File: config.mk
export PLATFORM = sky130hd
export DESIGN_NAME = dmtc_timer
export DESIGN_NICKNAME = d
export VERILOG_FILES = /design/src/core/dmtc_pkg.sv /design/src/core/dmtc_timer.sv
export SDC_FILE = /design/constraint.sdc
export NUM_CORES = 1
export LEC_CHECK = 0
export ABC_AREA = 1
export BUFFER_PORTS_ARGS = -buffer_cell sky130_fd_sc_hd__buf_2
export CAP_MARGIN = 10
export CORE_MARGIN = 2
export CORE_UTILIZATION = 41
export DETAILED_ROUTE_END_ITERATION = 8
export GPL_ROUTABILITY_DRIVEN = 0
export PLACE_DENSITY_LB_ADDON = 0.12
export REMOVE_ABC_BUFFERS = 1
export SETUP_SLACK_MARGIN = 0.05
export SLEW_MARGIN = 20
export SYNTH_ARGS = -nofsm -noshare
export SYNTH_HDL_FRONTEND = slang
export SYNTH_SLANG_ARGS = --single-unit
export TNS_END_PERCENT = 30
File: constraint.sdc
create_clock -name pclk -period 2.1 [get_ports pclk]
set_input_delay 0 -clock pclk [delete_from_list [all_inputs] [get_ports pclk]]
set_output_delay 0 -clock pclk [all_outputs]
set_load 0.05 [all_outputs]
File: src/core/dmtc_pkg.sv
// dual mode timer with capture: register map, field layouts, reset values
// assumes an APB slave with 32-bit data; each register sits in the low byte of a word
`default_nettype none
package dmtc_pkg;
   // register indices; byte address is four times the index
   localparam logic [29:0] IDX_LOW_MATCH = 30'h00007F18;
   localparam logic [29:0] IDX_HIGH_MATCH = 30'h00007F19;
   localparam logic [29:0] IDX_LOW_COUNT = 30'h00007F1A;
   localparam logic [29:0] IDX_HIGH_COUNT = 30'h00007F1B;
   localparam logic [29:0] IDX_CTRL0 = 30'h00007F1C;
   localparam logic [29:0] IDX_CAP_CTRL = 30'h00007F1D;
   localparam logic [29:0] IDX_CLK_CTRL = 30'h00007F1E;

   // reset values
   localparam logic [7:0] RST_BYTE = 8'h00;
   localparam logic [3:0] RST_PSC = 4'h0;
   localparam logic [2:0] RST_SYNC = 3'h0;
   localparam logic [31:0] RST_WORD = 32'h00000000;

   // count clock select codes
   localparam logic [1:0] CK_SYS = 2'h0;
   localparam logic [1:0] CK_EVENT = 2'h1;
   localparam logic [1:0] CK_FIRST_OSCILLATOR = 2'h2;
   localparam logic [1:0] CK_SECOND_OSCILLATOR = 2'h3;

   // control register 0
   typedef struct packed {
      logic high_run;
      logic high_match_flag;
      logic high_irq_en;
      logic split_mode_select;
      logic capture_read_select;
      logic low_run;
      logic low_match_flag;
      logic low_irq_en;
   } dmtc_ctrl0_s;

   // capture control register; upper three bits read as zero
   typedef struct packed {
      logic [2:0] unused;
      logic [1:0] capture_source_select;
      logic high_capture_flag;
      logic low_capture_flag;
      logic capture_irq_en;
   } dmtc_capctl_s;

   // clock control register
   typedef struct packed {
      logic [1:0] count_clock_select;
      logic event_input_select;
      logic unused;
      logic [3:0] prescale_period;
   } dmtc_clkctl_s;
endpackage
`default_nettype wire

File: src/core/dmtc_timer.sv
// dual mode timer with capture: prescaler, two 8-bit counters, match buffers,
// capture registers and an APB register slave
// assumes event inputs are one-cycle pulses on pclk; oscillator pins are asynchronous
//
// Function
// - prescaler runs on low run, split: either
// - prescaler clock chosen by count clock select
// - prescaler matches at prescale period
// - counters clear when stopped or matching
// - low counter runs exactly on low run
// - high run: low run, split: high run
// - low counts prescaler match, split event: pin2
// - high counts low overflow, split: prescaler
// - match on buffer equality, 16 bits joint
// - low buffer tracks stopped, reloads at zero
// - high buffer tracks stopped, reloads at zero
// - low capture source from capture select
// - high capture source, split remaps pins
// - read select returns low capture
// - low counter read only, resets zero
// - split mode select: 16-bit or dual 8-bit
// - low flag sets on match, software clears
// - read select returns high capture
//
// Implementation choice: register access over APB.
`default_nettype none
module dmtc_timer (
   // clock and reset
   input wire logic pclk,
   input wire logic presetn,
   // apb slave
   input wire logic psel,
   input wire logic penable,
   input wire logic pwrite,
   input wire logic [31:0] paddr,
   input wire logic [31:0] pwdata,
   output logic [31:0] prdata,
   output logic pready,
   output logic pslverr,
   // event pulses, synchronous to pclk
   input wire logic event_pin_0,
   input wire logic event_pin_1,
   input wire logic event_pin_2,
   input wire logic event_pin_3,
   input wire logic event_pin_4,
   input wire logic event_pin_5,
   // asynchronous oscillator pins
   input wire logic first_oscillator,
   input wire logic second_oscillator
);

   function automatic logic pick4(input logic [1:0] sel, input logic a, input logic b,
                                  input logic c, input logic d);
      unique case (sel)
         2'h0: pick4 = a;
         2'h1: pick4 = b;
         2'h2: pick4 = c;
         2'h3: pick4 = d;
      endcase
   endfunction

   dmtc_pkg::dmtc_ctrl0_s c0_r, c0_nxt;
   dmtc_pkg::dmtc_capctl_s c1_r, c1_nxt;
   dmtc_pkg::dmtc_clkctl_s c2_r, c2_nxt;
   logic [7:0] lmd_r, lmd_nxt, hmd_r, hmd_nxt;
   logic [7:0] lo_r, lo_nxt, hi_r, hi_nxt;
   logic [7:0] lbuf_r, lbuf_nxt, hbuf_r, hbuf_nxt;
   logic [7:0] lcap_r, lcap_nxt, hcap_r, hcap_nxt;
   logic [3:0] psc_r, psc_nxt;
   logic [2:0] o0_s_r, o0_s_nxt, o1_s_r, o1_s_nxt;
   logic [31:0] prdata_r, prdata_nxt;

   logic split, psc_run, psc_tick, psc_match, hi_run;
   logic lo_inc, hi_inc, lo_hit, hi_hit, lo_match, hi_match, lo_ovf;
   logic lcap_trig, hcap_trig, first_oscillator_rise, second_oscillator_rise;
   logic acc_wr, setup_rd, mapped;
   logic [29:0] idx;

   assign split = c0_r.split_mode_select;
   assign idx = paddr[31:2];
   assign acc_wr = psel & penable & pwrite & mapped;
   assign setup_rd = psel & ~penable & ~pwrite;

   // oscillator rising edges: counted when the second stage is high and the third stage is still low
   assign first_oscillator_rise = o0_s_r[1] & ~o0_s_r[2];
   assign second_oscillator_rise = o1_s_r[1] & ~o1_s_r[2];

   always_comb begin
      mapped = (paddr[1:0] == 2'h0) &&
               (idx == dmtc_pkg::IDX_LOW_MATCH || idx == dmtc_pkg::IDX_HIGH_MATCH ||
                idx == dmtc_pkg::IDX_LOW_COUNT || idx == dmtc_pkg::IDX_HIGH_COUNT ||
                idx == dmtc_pkg::IDX_CTRL0 || idx == dmtc_pkg::IDX_CAP_CTRL ||
                idx == dmtc_pkg::IDX_CLK_CTRL);
   end

   // prescaler enable and count clock
   always_comb begin
      psc_run = split ? (c0_r.low_run | c0_r.high_run) : c0_r.low_run;
      unique case (c2_r.count_clock_select)
         dmtc_pkg::CK_SYS: psc_tick = 1'b1;
         dmtc_pkg::CK_EVENT: begin
            if (split && !c2_r.event_input_select) begin
               psc_tick = 1'b1;
            end else begin
               psc_tick = c2_r.event_input_select ? event_pin_3 : event_pin_2;
            end
         end
         dmtc_pkg::CK_FIRST_OSCILLATOR: psc_tick = first_oscillator_rise;
         dmtc_pkg::CK_SECOND_OSCILLATOR: psc_tick = second_oscillator_rise;
      endcase
      psc_match = psc_run & psc_tick & (psc_r == c2_r.prescale_period);
   end

   // counter steering
   always_comb begin
      hi_run = split ? c0_r.high_run : c0_r.low_run;
      if (split && c2_r.count_clock_select == dmtc_pkg::CK_EVENT) begin
         lo_inc = c0_r.low_run & event_pin_2;
      end else begin
         lo_inc = c0_r.low_run & psc_match;
      end
      if (split) begin
         lo_hit = (lo_r == lbuf_r);
         hi_hit = (hi_r == hbuf_r);
      end else begin
         lo_hit = ({hi_r, lo_r} == {hbuf_r, lbuf_r});
         hi_hit = lo_hit;
      end
      lo_match = lo_inc & lo_hit;
      lo_ovf = lo_inc & ~lo_hit & (lo_r == 8'hFF);
      hi_inc = hi_run & (split ? psc_match : lo_ovf);
      hi_match = split ? (hi_inc & hi_hit) : lo_match;
      lcap_trig = pick4(c1_r.capture_source_select, event_pin_0, event_pin_2,
                        event_pin_4, event_pin_5);
      if (split) begin
         hcap_trig = pick4(c1_r.capture_source_select, event_pin_1, event_pin_3,
                           event_pin_5, event_pin_4);
      end else begin
         hcap_trig = lcap_trig;
      end
   end

   // next state of registers, counters and read data
   always_comb begin
      c0_nxt = c0_r;
      c1_nxt = c1_r;
      c2_nxt = c2_r;
      lmd_nxt = lmd_r;
      hmd_nxt = hmd_r;
      o0_s_nxt = {o0_s_r[1:0], first_oscillator};
      o1_s_nxt = {o1_s_r[1:0], second_oscillator};
      prdata_nxt = prdata_r;

      // software writes; flags can only be cleared by writing zero
      if (acc_wr) begin
         unique case (idx)
            dmtc_pkg::IDX_LOW_MATCH: lmd_nxt = pwdata[7:0];
            dmtc_pkg::IDX_HIGH_MATCH: hmd_nxt = pwdata[7:0];
            dmtc_pkg::IDX_CTRL0: begin
               c0_nxt = dmtc_pkg::dmtc_ctrl0_s'(pwdata[7:0]);
               c0_nxt.low_match_flag = c0_r.low_match_flag & pwdata[1];
               c0_nxt.high_match_flag = c0_r.high_match_flag & pwdata[6];
            end
            dmtc_pkg::IDX_CAP_CTRL: begin
               c1_nxt = dmtc_pkg::dmtc_capctl_s'(pwdata[7:0]);
               c1_nxt.unused = 3'h0;
               c1_nxt.low_capture_flag = c1_r.low_capture_flag & pwdata[1];
               c1_nxt.high_capture_flag = c1_r.high_capture_flag & pwdata[2];
            end
            dmtc_pkg::IDX_CLK_CTRL: begin
               c2_nxt = dmtc_pkg::dmtc_clkctl_s'(pwdata[7:0]);
               c2_nxt.unused = 1'b0;
            end
            default: ;
         endcase
      end

      // hardware sets win over a software clear in the same cycle
      if (lo_match) begin
         c0_nxt.low_match_flag = 1'b1;
      end
      if (split && hi_match) begin
         c0_nxt.high_match_flag = 1'b1;
      end
      if (lcap_trig) begin
         c1_nxt.low_capture_flag = 1'b1;
      end
      if (split && hcap_trig) begin
         c1_nxt.high_capture_flag = 1'b1;
      end

      // prescaler
      if (!psc_run || psc_match) begin
         psc_nxt = dmtc_pkg::RST_PSC;
      end else if (psc_tick) begin
         psc_nxt = 4'(psc_r + 4'h1);
      end else begin
         psc_nxt = psc_r;
      end

      // low counter, not writable by software
      if (!c0_r.low_run || lo_match) begin
         lo_nxt = dmtc_pkg::RST_BYTE;
      end else if (lo_inc) begin
         lo_nxt = 8'(lo_r + 8'h01);
      end else begin
         lo_nxt = lo_r;
      end

      // high counter
      if (!hi_run || hi_match) begin
         hi_nxt = dmtc_pkg::RST_BYTE;
      end else if (hi_inc) begin
         hi_nxt = 8'(hi_r + 8'h01);
      end else begin
         hi_nxt = hi_r;
      end

      // match buffers: follow while stopped, reload at zero while running
      if (!c0_r.low_run || lo_r == 8'h00) begin
         lbuf_nxt = lmd_r;
      end else begin
         lbuf_nxt = lbuf_r;
      end
      if (!hi_run || hi_r == 8'h00) begin
         hbuf_nxt = hmd_r;
      end else begin
         hbuf_nxt = hbuf_r;
      end

      // capture
      lcap_nxt = lcap_trig ? lo_r : lcap_r;
      hcap_nxt = hcap_trig ? hi_r : hcap_r;

      // read data is sampled in the setup cycle and held through the access
      if (setup_rd) begin
         prdata_nxt = dmtc_pkg::RST_WORD;
         if (paddr[1:0] == 2'h0) begin
            unique case (idx)
               dmtc_pkg::IDX_LOW_MATCH: prdata_nxt[7:0] = lmd_r;
               dmtc_pkg::IDX_HIGH_MATCH: prdata_nxt[7:0] = hmd_r;
               dmtc_pkg::IDX_LOW_COUNT:
                  prdata_nxt[7:0] = c0_r.capture_read_select ? lcap_r : lo_r;
               dmtc_pkg::IDX_HIGH_COUNT:
                  prdata_nxt[7:0] = c0_r.capture_read_select ? hcap_r : hi_r;
               dmtc_pkg::IDX_CTRL0: prdata_nxt[7:0] = c0_r;
               dmtc_pkg::IDX_CAP_CTRL: prdata_nxt[7:0] = c1_r;
               dmtc_pkg::IDX_CLK_CTRL: prdata_nxt[7:0] = c2_r;
               default: ;
            endcase
         end
      end
   end

   always_ff @(posedge pclk or negedge presetn) begin
      if (!presetn) begin
         c0_r <= dmtc_pkg::dmtc_ctrl0_s'(dmtc_pkg::RST_BYTE);
         c1_r <= dmtc_pkg::dmtc_capctl_s'(dmtc_pkg::RST_BYTE);
         c2_r <= dmtc_pkg::dmtc_clkctl_s'(dmtc_pkg::RST_BYTE);
         lmd_r <= dmtc_pkg::RST_BYTE;
         hmd_r <= dmtc_pkg::RST_BYTE;
         lo_r <= dmtc_pkg::RST_BYTE;
         hi_r <= dmtc_pkg::RST_BYTE;
         lbuf_r <= dmtc_pkg::RST_BYTE;
         hbuf_r <= dmtc_pkg::RST_BYTE;
         lcap_r <= dmtc_pkg::RST_BYTE;
         hcap_r <= dmtc_pkg::RST_BYTE;
         psc_r <= dmtc_pkg::RST_PSC;
         o0_s_r <= dmtc_pkg::RST_SYNC;
         o1_s_r <= dmtc_pkg::RST_SYNC;
         prdata_r <= dmtc_pkg::RST_WORD;
      end else begin
         c0_r <= c0_nxt;
         c1_r <= c1_nxt;
         c2_r <= c2_nxt;
         lmd_r <= lmd_nxt;
         hmd_r <= hmd_nxt;
         lo_r <= lo_nxt;
         hi_r <= hi_nxt;
         lbuf_r <= lbuf_nxt;
         hbuf_r <= hbuf_nxt;
         lcap_r <= lcap_nxt;
         hcap_r <= hcap_nxt;
         psc_r <= psc_nxt;
         o0_s_r <= o0_s_nxt;
         o1_s_r <= o1_s_nxt;
         prdata_r <= prdata_nxt;
      end
   end

   assign prdata = prdata_r;
   assign pready = 1'b1;
   assign pslverr = psel & penable & ~mapped;
endmodule
`default_nettype wire

* After elaboration in Yosys (flattened, before gate mapping)
Cells that the tools add are included.
** Word-level totals
- Memories kept :: 0
- Bits in registers :: 102
- Output and inout bits :: 34
- Bits in latches :: 0
- RAM bits :: 0
- Bits in read-only memories :: 0
- Input port bits :: 77
** Cells by class
- Magnitude comparators :: 0
- Div/mod/pow operators :: 0
- Reduce and logical (&&, ||, !) cells :: 45
- Multipliers :: 0
- Mux-type cells :: 31
- Add/subtract/negate cells :: 3
- Shifts and indexed selects :: 0
- Bitwise operators :: 28
- Equality and inequality tests :: 18
** Operator list (count)
- 30-bit by 15-bit equality test with 1-bit output, second input constant :: 7
- 8-bit 2-to-1 mux :: 7
- 8-bit case mux with 7 select lines :: 1
- 2-bit nonzero test :: 11
- 1-bit AND :: 21
- 2-bit AND reduction :: 9
- 8-bit by 1-bit adder with 8-bit output, second input constant :: 2
- 16-bit equality test :: 1
- 8-bit equality test :: 2
- 8-bit zero test :: 2
- 1-bit 2-to-1 mux :: 14
- 7-bit 2-to-1 mux :: 2
- 1-bit case mux with 4 select lines :: 3
- 1-bit logical OR :: 11
- 2-bit equality test, second input constant :: 4
- 8-bit equality test, second input constant :: 1
- 4-bit 2-to-1 mux :: 2
- 2-bit zero test :: 3
- 3-bit 2-to-1 mux :: 2
- 1-bit NOT :: 6
- 1-bit logical AND :: 5
- 4-bit by 1-bit adder with 4-bit output, second input constant :: 1
- 2-bit by 1-bit equality test with 1-bit output, second input constant :: 2
- 4-bit equality test :: 1
- other kinds (2) :: 5

* Depth between registers and ports, before layout
- Word-level depth :: 17
- Mapped depth :: 16
- Depth with buffers taken out :: 15

* Worst setup path before layout
No wires, ideal clock.
- Kind :: register -> register
- Start :: register hi_r[0]
- End :: register hbuf_r[4]
- Clock period less this slack :: 1.886 ns
- Path slack :: 0.214 ns
- Data required time :: 1.975 ns
- Setup time :: 0.125 ns
- Cell stages (with the launch flop) :: 7
- Arrival :: 1.761 ns
- Path through :: dfrtp_1 -> inv_1 -> ha_1 -> nand4_1 -> o41ai_1 -> buf_2 -> mux2_2
** On the way
- Longest elaborated chain between the ends :: 2
** RTL lines
- start: declaration :: line dmtc_timer.sv:66 : logic [7:0] lo_r, lo_nxt, hi_r, hi_nxt;
- start signal: assignment :: line dmtc_timer.sv:263 : hi_r <= dmtc_pkg::RST_BYTE;
- start signal: assignment :: line dmtc_timer.sv:279 : hi_r <= hi_nxt;
- 8-bit zero test :: line dmtc_timer.sv:225 : if (!hi_run || hi_r == 8'h00) begin
- 1-bit logical OR :: line dmtc_timer.sv:225
- end signal: assignment :: line dmtc_timer.sv:265 : hbuf_r <= dmtc_pkg::RST_BYTE;
- end signal: assignment :: line dmtc_timer.sv:281 : hbuf_r <= hbuf_nxt;
- end: declaration :: line dmtc_timer.sv:67 : logic [7:0] lbuf_r, lbuf_nxt, hbuf_r, hbuf_nxt;
No other way between the ends.
A chain may end at the register's enable or synchronous reset.

* Final worst setup path
- Start :: register hi_r[1]
- End :: register hi_r[3]
** On the way
- Longest elaborated chain between the ends :: 11
** RTL lines
- 16-bit equality test :: line dmtc_timer.sv:126 : lo_hit = ({hi_r, lo_r} == {hbuf_r, lbuf_r});
- 1-bit 2-to-1 mux :: line dmtc_timer.sv:122 : if (split) begin
- 1-bit NOT :: line dmtc_timer.sv:130 : lo_ovf = lo_inc & ~lo_hit & (lo_r == 8'hFF);
- 1-bit AND (2 in a row) :: line dmtc_timer.sv:130
- 1-bit 2-to-1 mux :: line dmtc_timer.sv:131 : hi_inc = hi_run & (split ? psc_match : lo_ovf);
- 1-bit AND :: line dmtc_timer.sv:131
- 1-bit AND :: line dmtc_timer.sv:132 : hi_match = split ? (hi_inc & hi_hit) : lo_match;
- 1-bit 2-to-1 mux :: line dmtc_timer.sv:132
- 1-bit logical OR :: line dmtc_timer.sv:211 : if (!hi_run || hi_match) begin
- 8-bit 2-to-1 mux or 2-bit nonzero test (tied branches)
Several ways; a longest one is shown, not always the timed one. The select of a mux whose other input is x is not followed.

==> results.cfg <==
[outcome]
outcome = finished clean

[finish]
drive_gt1_frac = 0.188
layout.nets = 970
final_common_cell = nand2_1
diodes = 0
final_cell_mix = nand2_1, dfrtp_1, inv_1
stdcell_area_um2 = 7010
syn2layout_area_growth_pct = 17.9
fillers = 1436

[worst_setup_path]
path_class = reg2reg
regToRegSetupSlack_ns = 0.23
cp_slowest_cell = dfrtp_1
rr_endpoint = hi_r[3]$_DFFE_PN0P_
end_kind = flip-flop
crit_arrival_ns = 2.12
path_cells = inv_2, nand2_1, nand2_1, nand2_1, nor2_1, nand2_1, nand2_1, nand2_1, inv_1, nand4_1, nand2_4, buf_6, nor2_1, nand2_1, nand2_1
critPathRequiredTime_ns = 2.35
critPathMaxStageDelay_ns = 0.44
start_kind = flip-flop
r2r_start = hi_r[1]$_DFFE_PN0P_
r2r_cells = 15
cpMostUsedCell = nand2_1
path_max_fanout = 6

[clocking]
cts-buffers-inserted = 9
cts_htree_levels = 3
cts-root-buf = clkbuf_16
clkSinkCount = 102
clk_pin_slew_ns = 0.07
max-clock-path-buffers = 2
clock_latency_ns = 0.36
cts_tree = yes

[timing]
final_hold_viol_count = 0
max_freq_ghz = 0.535
finalCritPeriodShare = 0.891
skew_ns = 0.00939
layout_min_cycle_time_ns = 1.87
setup_viol = 0
drv_slew = 0
rsz0062_at_grt = false
finalSetupTns_ns = 0

[global_route]
grt_pass1_wl_um = 25300
grt_antenna_before_repair = 0
grt_usage = 0.204
grt_max_degree = 50
grt-ovfl-total = 0
grt_pass1_vias = 5063

[floorplan]
start_util = 0.414
core_area_um2 = 14400
die_y_um = 124
io_pins = 111
die_w_um = 124
fp-row-count = 44
dieArea_um2 = 15500

[yosys]
synthDominantCellAreaShare = 0.429
ys_warn_count = 0
synth_top_area_cell = dfrtp_1
avgSynthCellArea_um2 = 7.49
postSynthCellCount = 794
ys_seq_area_frac = 0.429
synth_area_leaders = dfrtp_1, nand2_1, inv_1
ys_ff_latch = 102
syn_area_um2 = 5950
ys_types = 36

[placement]
portBuffers = 61
place_area_um2 = 6500
hpwlAfterDp_um = 11600

[detailed_routing]
viasPerCell = 4.92
wire_per_inst_um = 14.2
num_vias = 5297
post-route-drc-count = 0
drt_iter0_markers = 238
dr.pass1.iters = 5
drt_wl_total_um = 15200
ant_nets = 0

[pwr]
ir_worst_vdd_mv = 0.416
power.density_nw_per_um2 = 588
p_leak_nw = 3.60

[min_path]
hold_start = pwdata[7]
min_path_type = in2reg
holdPathStages = 3
min_to = c0_r[7]$_DFFE_PN0P_

[flow_run]
drv_cap = 0
==> per-stage QoR <==
step | util | cells | worst slack [ns] | power (mW) | hold WS [ns]
6_report | 0.488 | 1077 | 0.229 | 4.12 | 0.00430
5_1_grt | 0.488 | 1077 | 0.0620 | 4.27 | 0.0217
4_1_cts | 0.482 | 1072 | 0.0970 | 4.16 | 0.000750
3_5_place_dp | 0.452 | 1046 | 0.0431 | 2.32 | -0.0304
3_3_place_gp | 0.452 | 1046 | 0.0756 | 2.32 | -0.0341
2_1_floorplan | - | 772 | -0.251 | 2.19 | -0.296
==> where the power goes <==
| part | switching [mW] | internal (mW) | total (mW) |
|---|---|---|---|
| registers | 0.00694 | 1.98 | 1.98 |
| logic | 0.231 | 0.0787 | 0.310 |
| clock network | 0.778 | 1.05 | 1.83 |
| total | 1.02 | 3.11 | 4.12 |
==> per-layer routing <==
layer,track usage,wire (µm),vias up
li1,-,-,2671
met2,0.322,6750,171
met4,0.0787,377,0
met3,0.0241,745,25
met1,0.288,7370,2430
met5,0,0,-
==> synthesized netlist by cell type, drive strengths merged <==
cell / count
dfrtp: 102
o21ai: 85
o21bai: 1
nand3: 51
a21oi: 25
nor3b: 1
buf: 36
xor2: 10
o41ai: 1
conb: 2
o22ai: 9
nor3: 8
o211ai: 2
nand4: 17
nand2: 250
nor2: 74
ha: 5
mux2: 4
inv: 91
xnor2: 11
clkbuf: 9
==> final cells by class <==
class                      count  area [µm²]  share of cell area
multi-input combinational    579        2880               0.411
sequential                   102        2560               0.365
timing repair buffer         104         672              0.0959
inverter                      91         347              0.0494
tap                          184         230              0.0328
clock buffer                   9         225              0.0321
clock inverter                 7        96.3              0.0137
timing repair inverter         1        5.00            0.000714
==> worst max-delay path: cells and delay by family, from the launching register on <==
family,cells,cell delay (ns)
and+or+nand+nor,12,0.95
DFF,1,0.44
buffers and inverters,3,0.35
==> repair_timing <==
action,4_1_cts,5_1_grt
hold endpoints to repair,97,0
hold buffers,10,0
resized for setup,1,20
setup endpoints to repair,7,15
gates cloned,0,1
buffers inserted,0,4
pin swaps,0,2
==> sequential cells by signal (all words and copies together), names as in the netlist, 8 cells and up <==
register / cells
prdata: 8
lbuf_r: 8
hmd_r: 8
hcap_r: 8
lo_r: 8
lcap_r: 8
lmd_r: 8
hbuf_r: 8
hi_r: 8
==> kinds of logic (layout without fill, tap and decap cells) <==
| kind of cell | Yosys count | count (layout) | share of synthesized area |
|---|---|---|---|
| xor+xnor | 21 | 21 | 0.0309 |
| simple gates | 401 | 401 | 0.299 |
| buf+inv | 136 | 212 | 0.110 |
| mux | 4 | 4 | 0.00757 |
| compound gates | 123 | 123 | 0.112 |
| fa+ha+maj | 5 | 5 | 0.0105 |
| flops | 102 | 102 | 0.429 |
| other cells | 2 | 25 | 0.00126 |
==> worst max-delay path by stage <==
stage	startpoint	endpoint	slack, ns	depth (start not counted)
detailed placement	lo_r[1]$_DFFE_PN0P_	hi_r[4]$_DFFE_PN0P_	0.04	12
global placement	lo_r[1]$_DFFE_PN0P_	hi_r[1]$_DFFE_PN0P_	0.08	12
CTS	lo_r[1]$_DFFE_PN0P_	hi_r[3]$_DFFE_PN0P_	0.1	12
global route	hi_r[5]$_DFFE_PN0P_	hi_r[6]$_DFFE_PN0P_	0.06	15
finish	hi_r[1]$_DFFE_PN0P_	hi_r[3]$_DFFE_PN0P_	0.23	15
floorplan	hi_r[0]$_DFFE_PN0P_	hbuf_r[0]$_DFFE_PN0P_	-0.25	5
No activity file was read; power rests on OpenSTA's default activity.
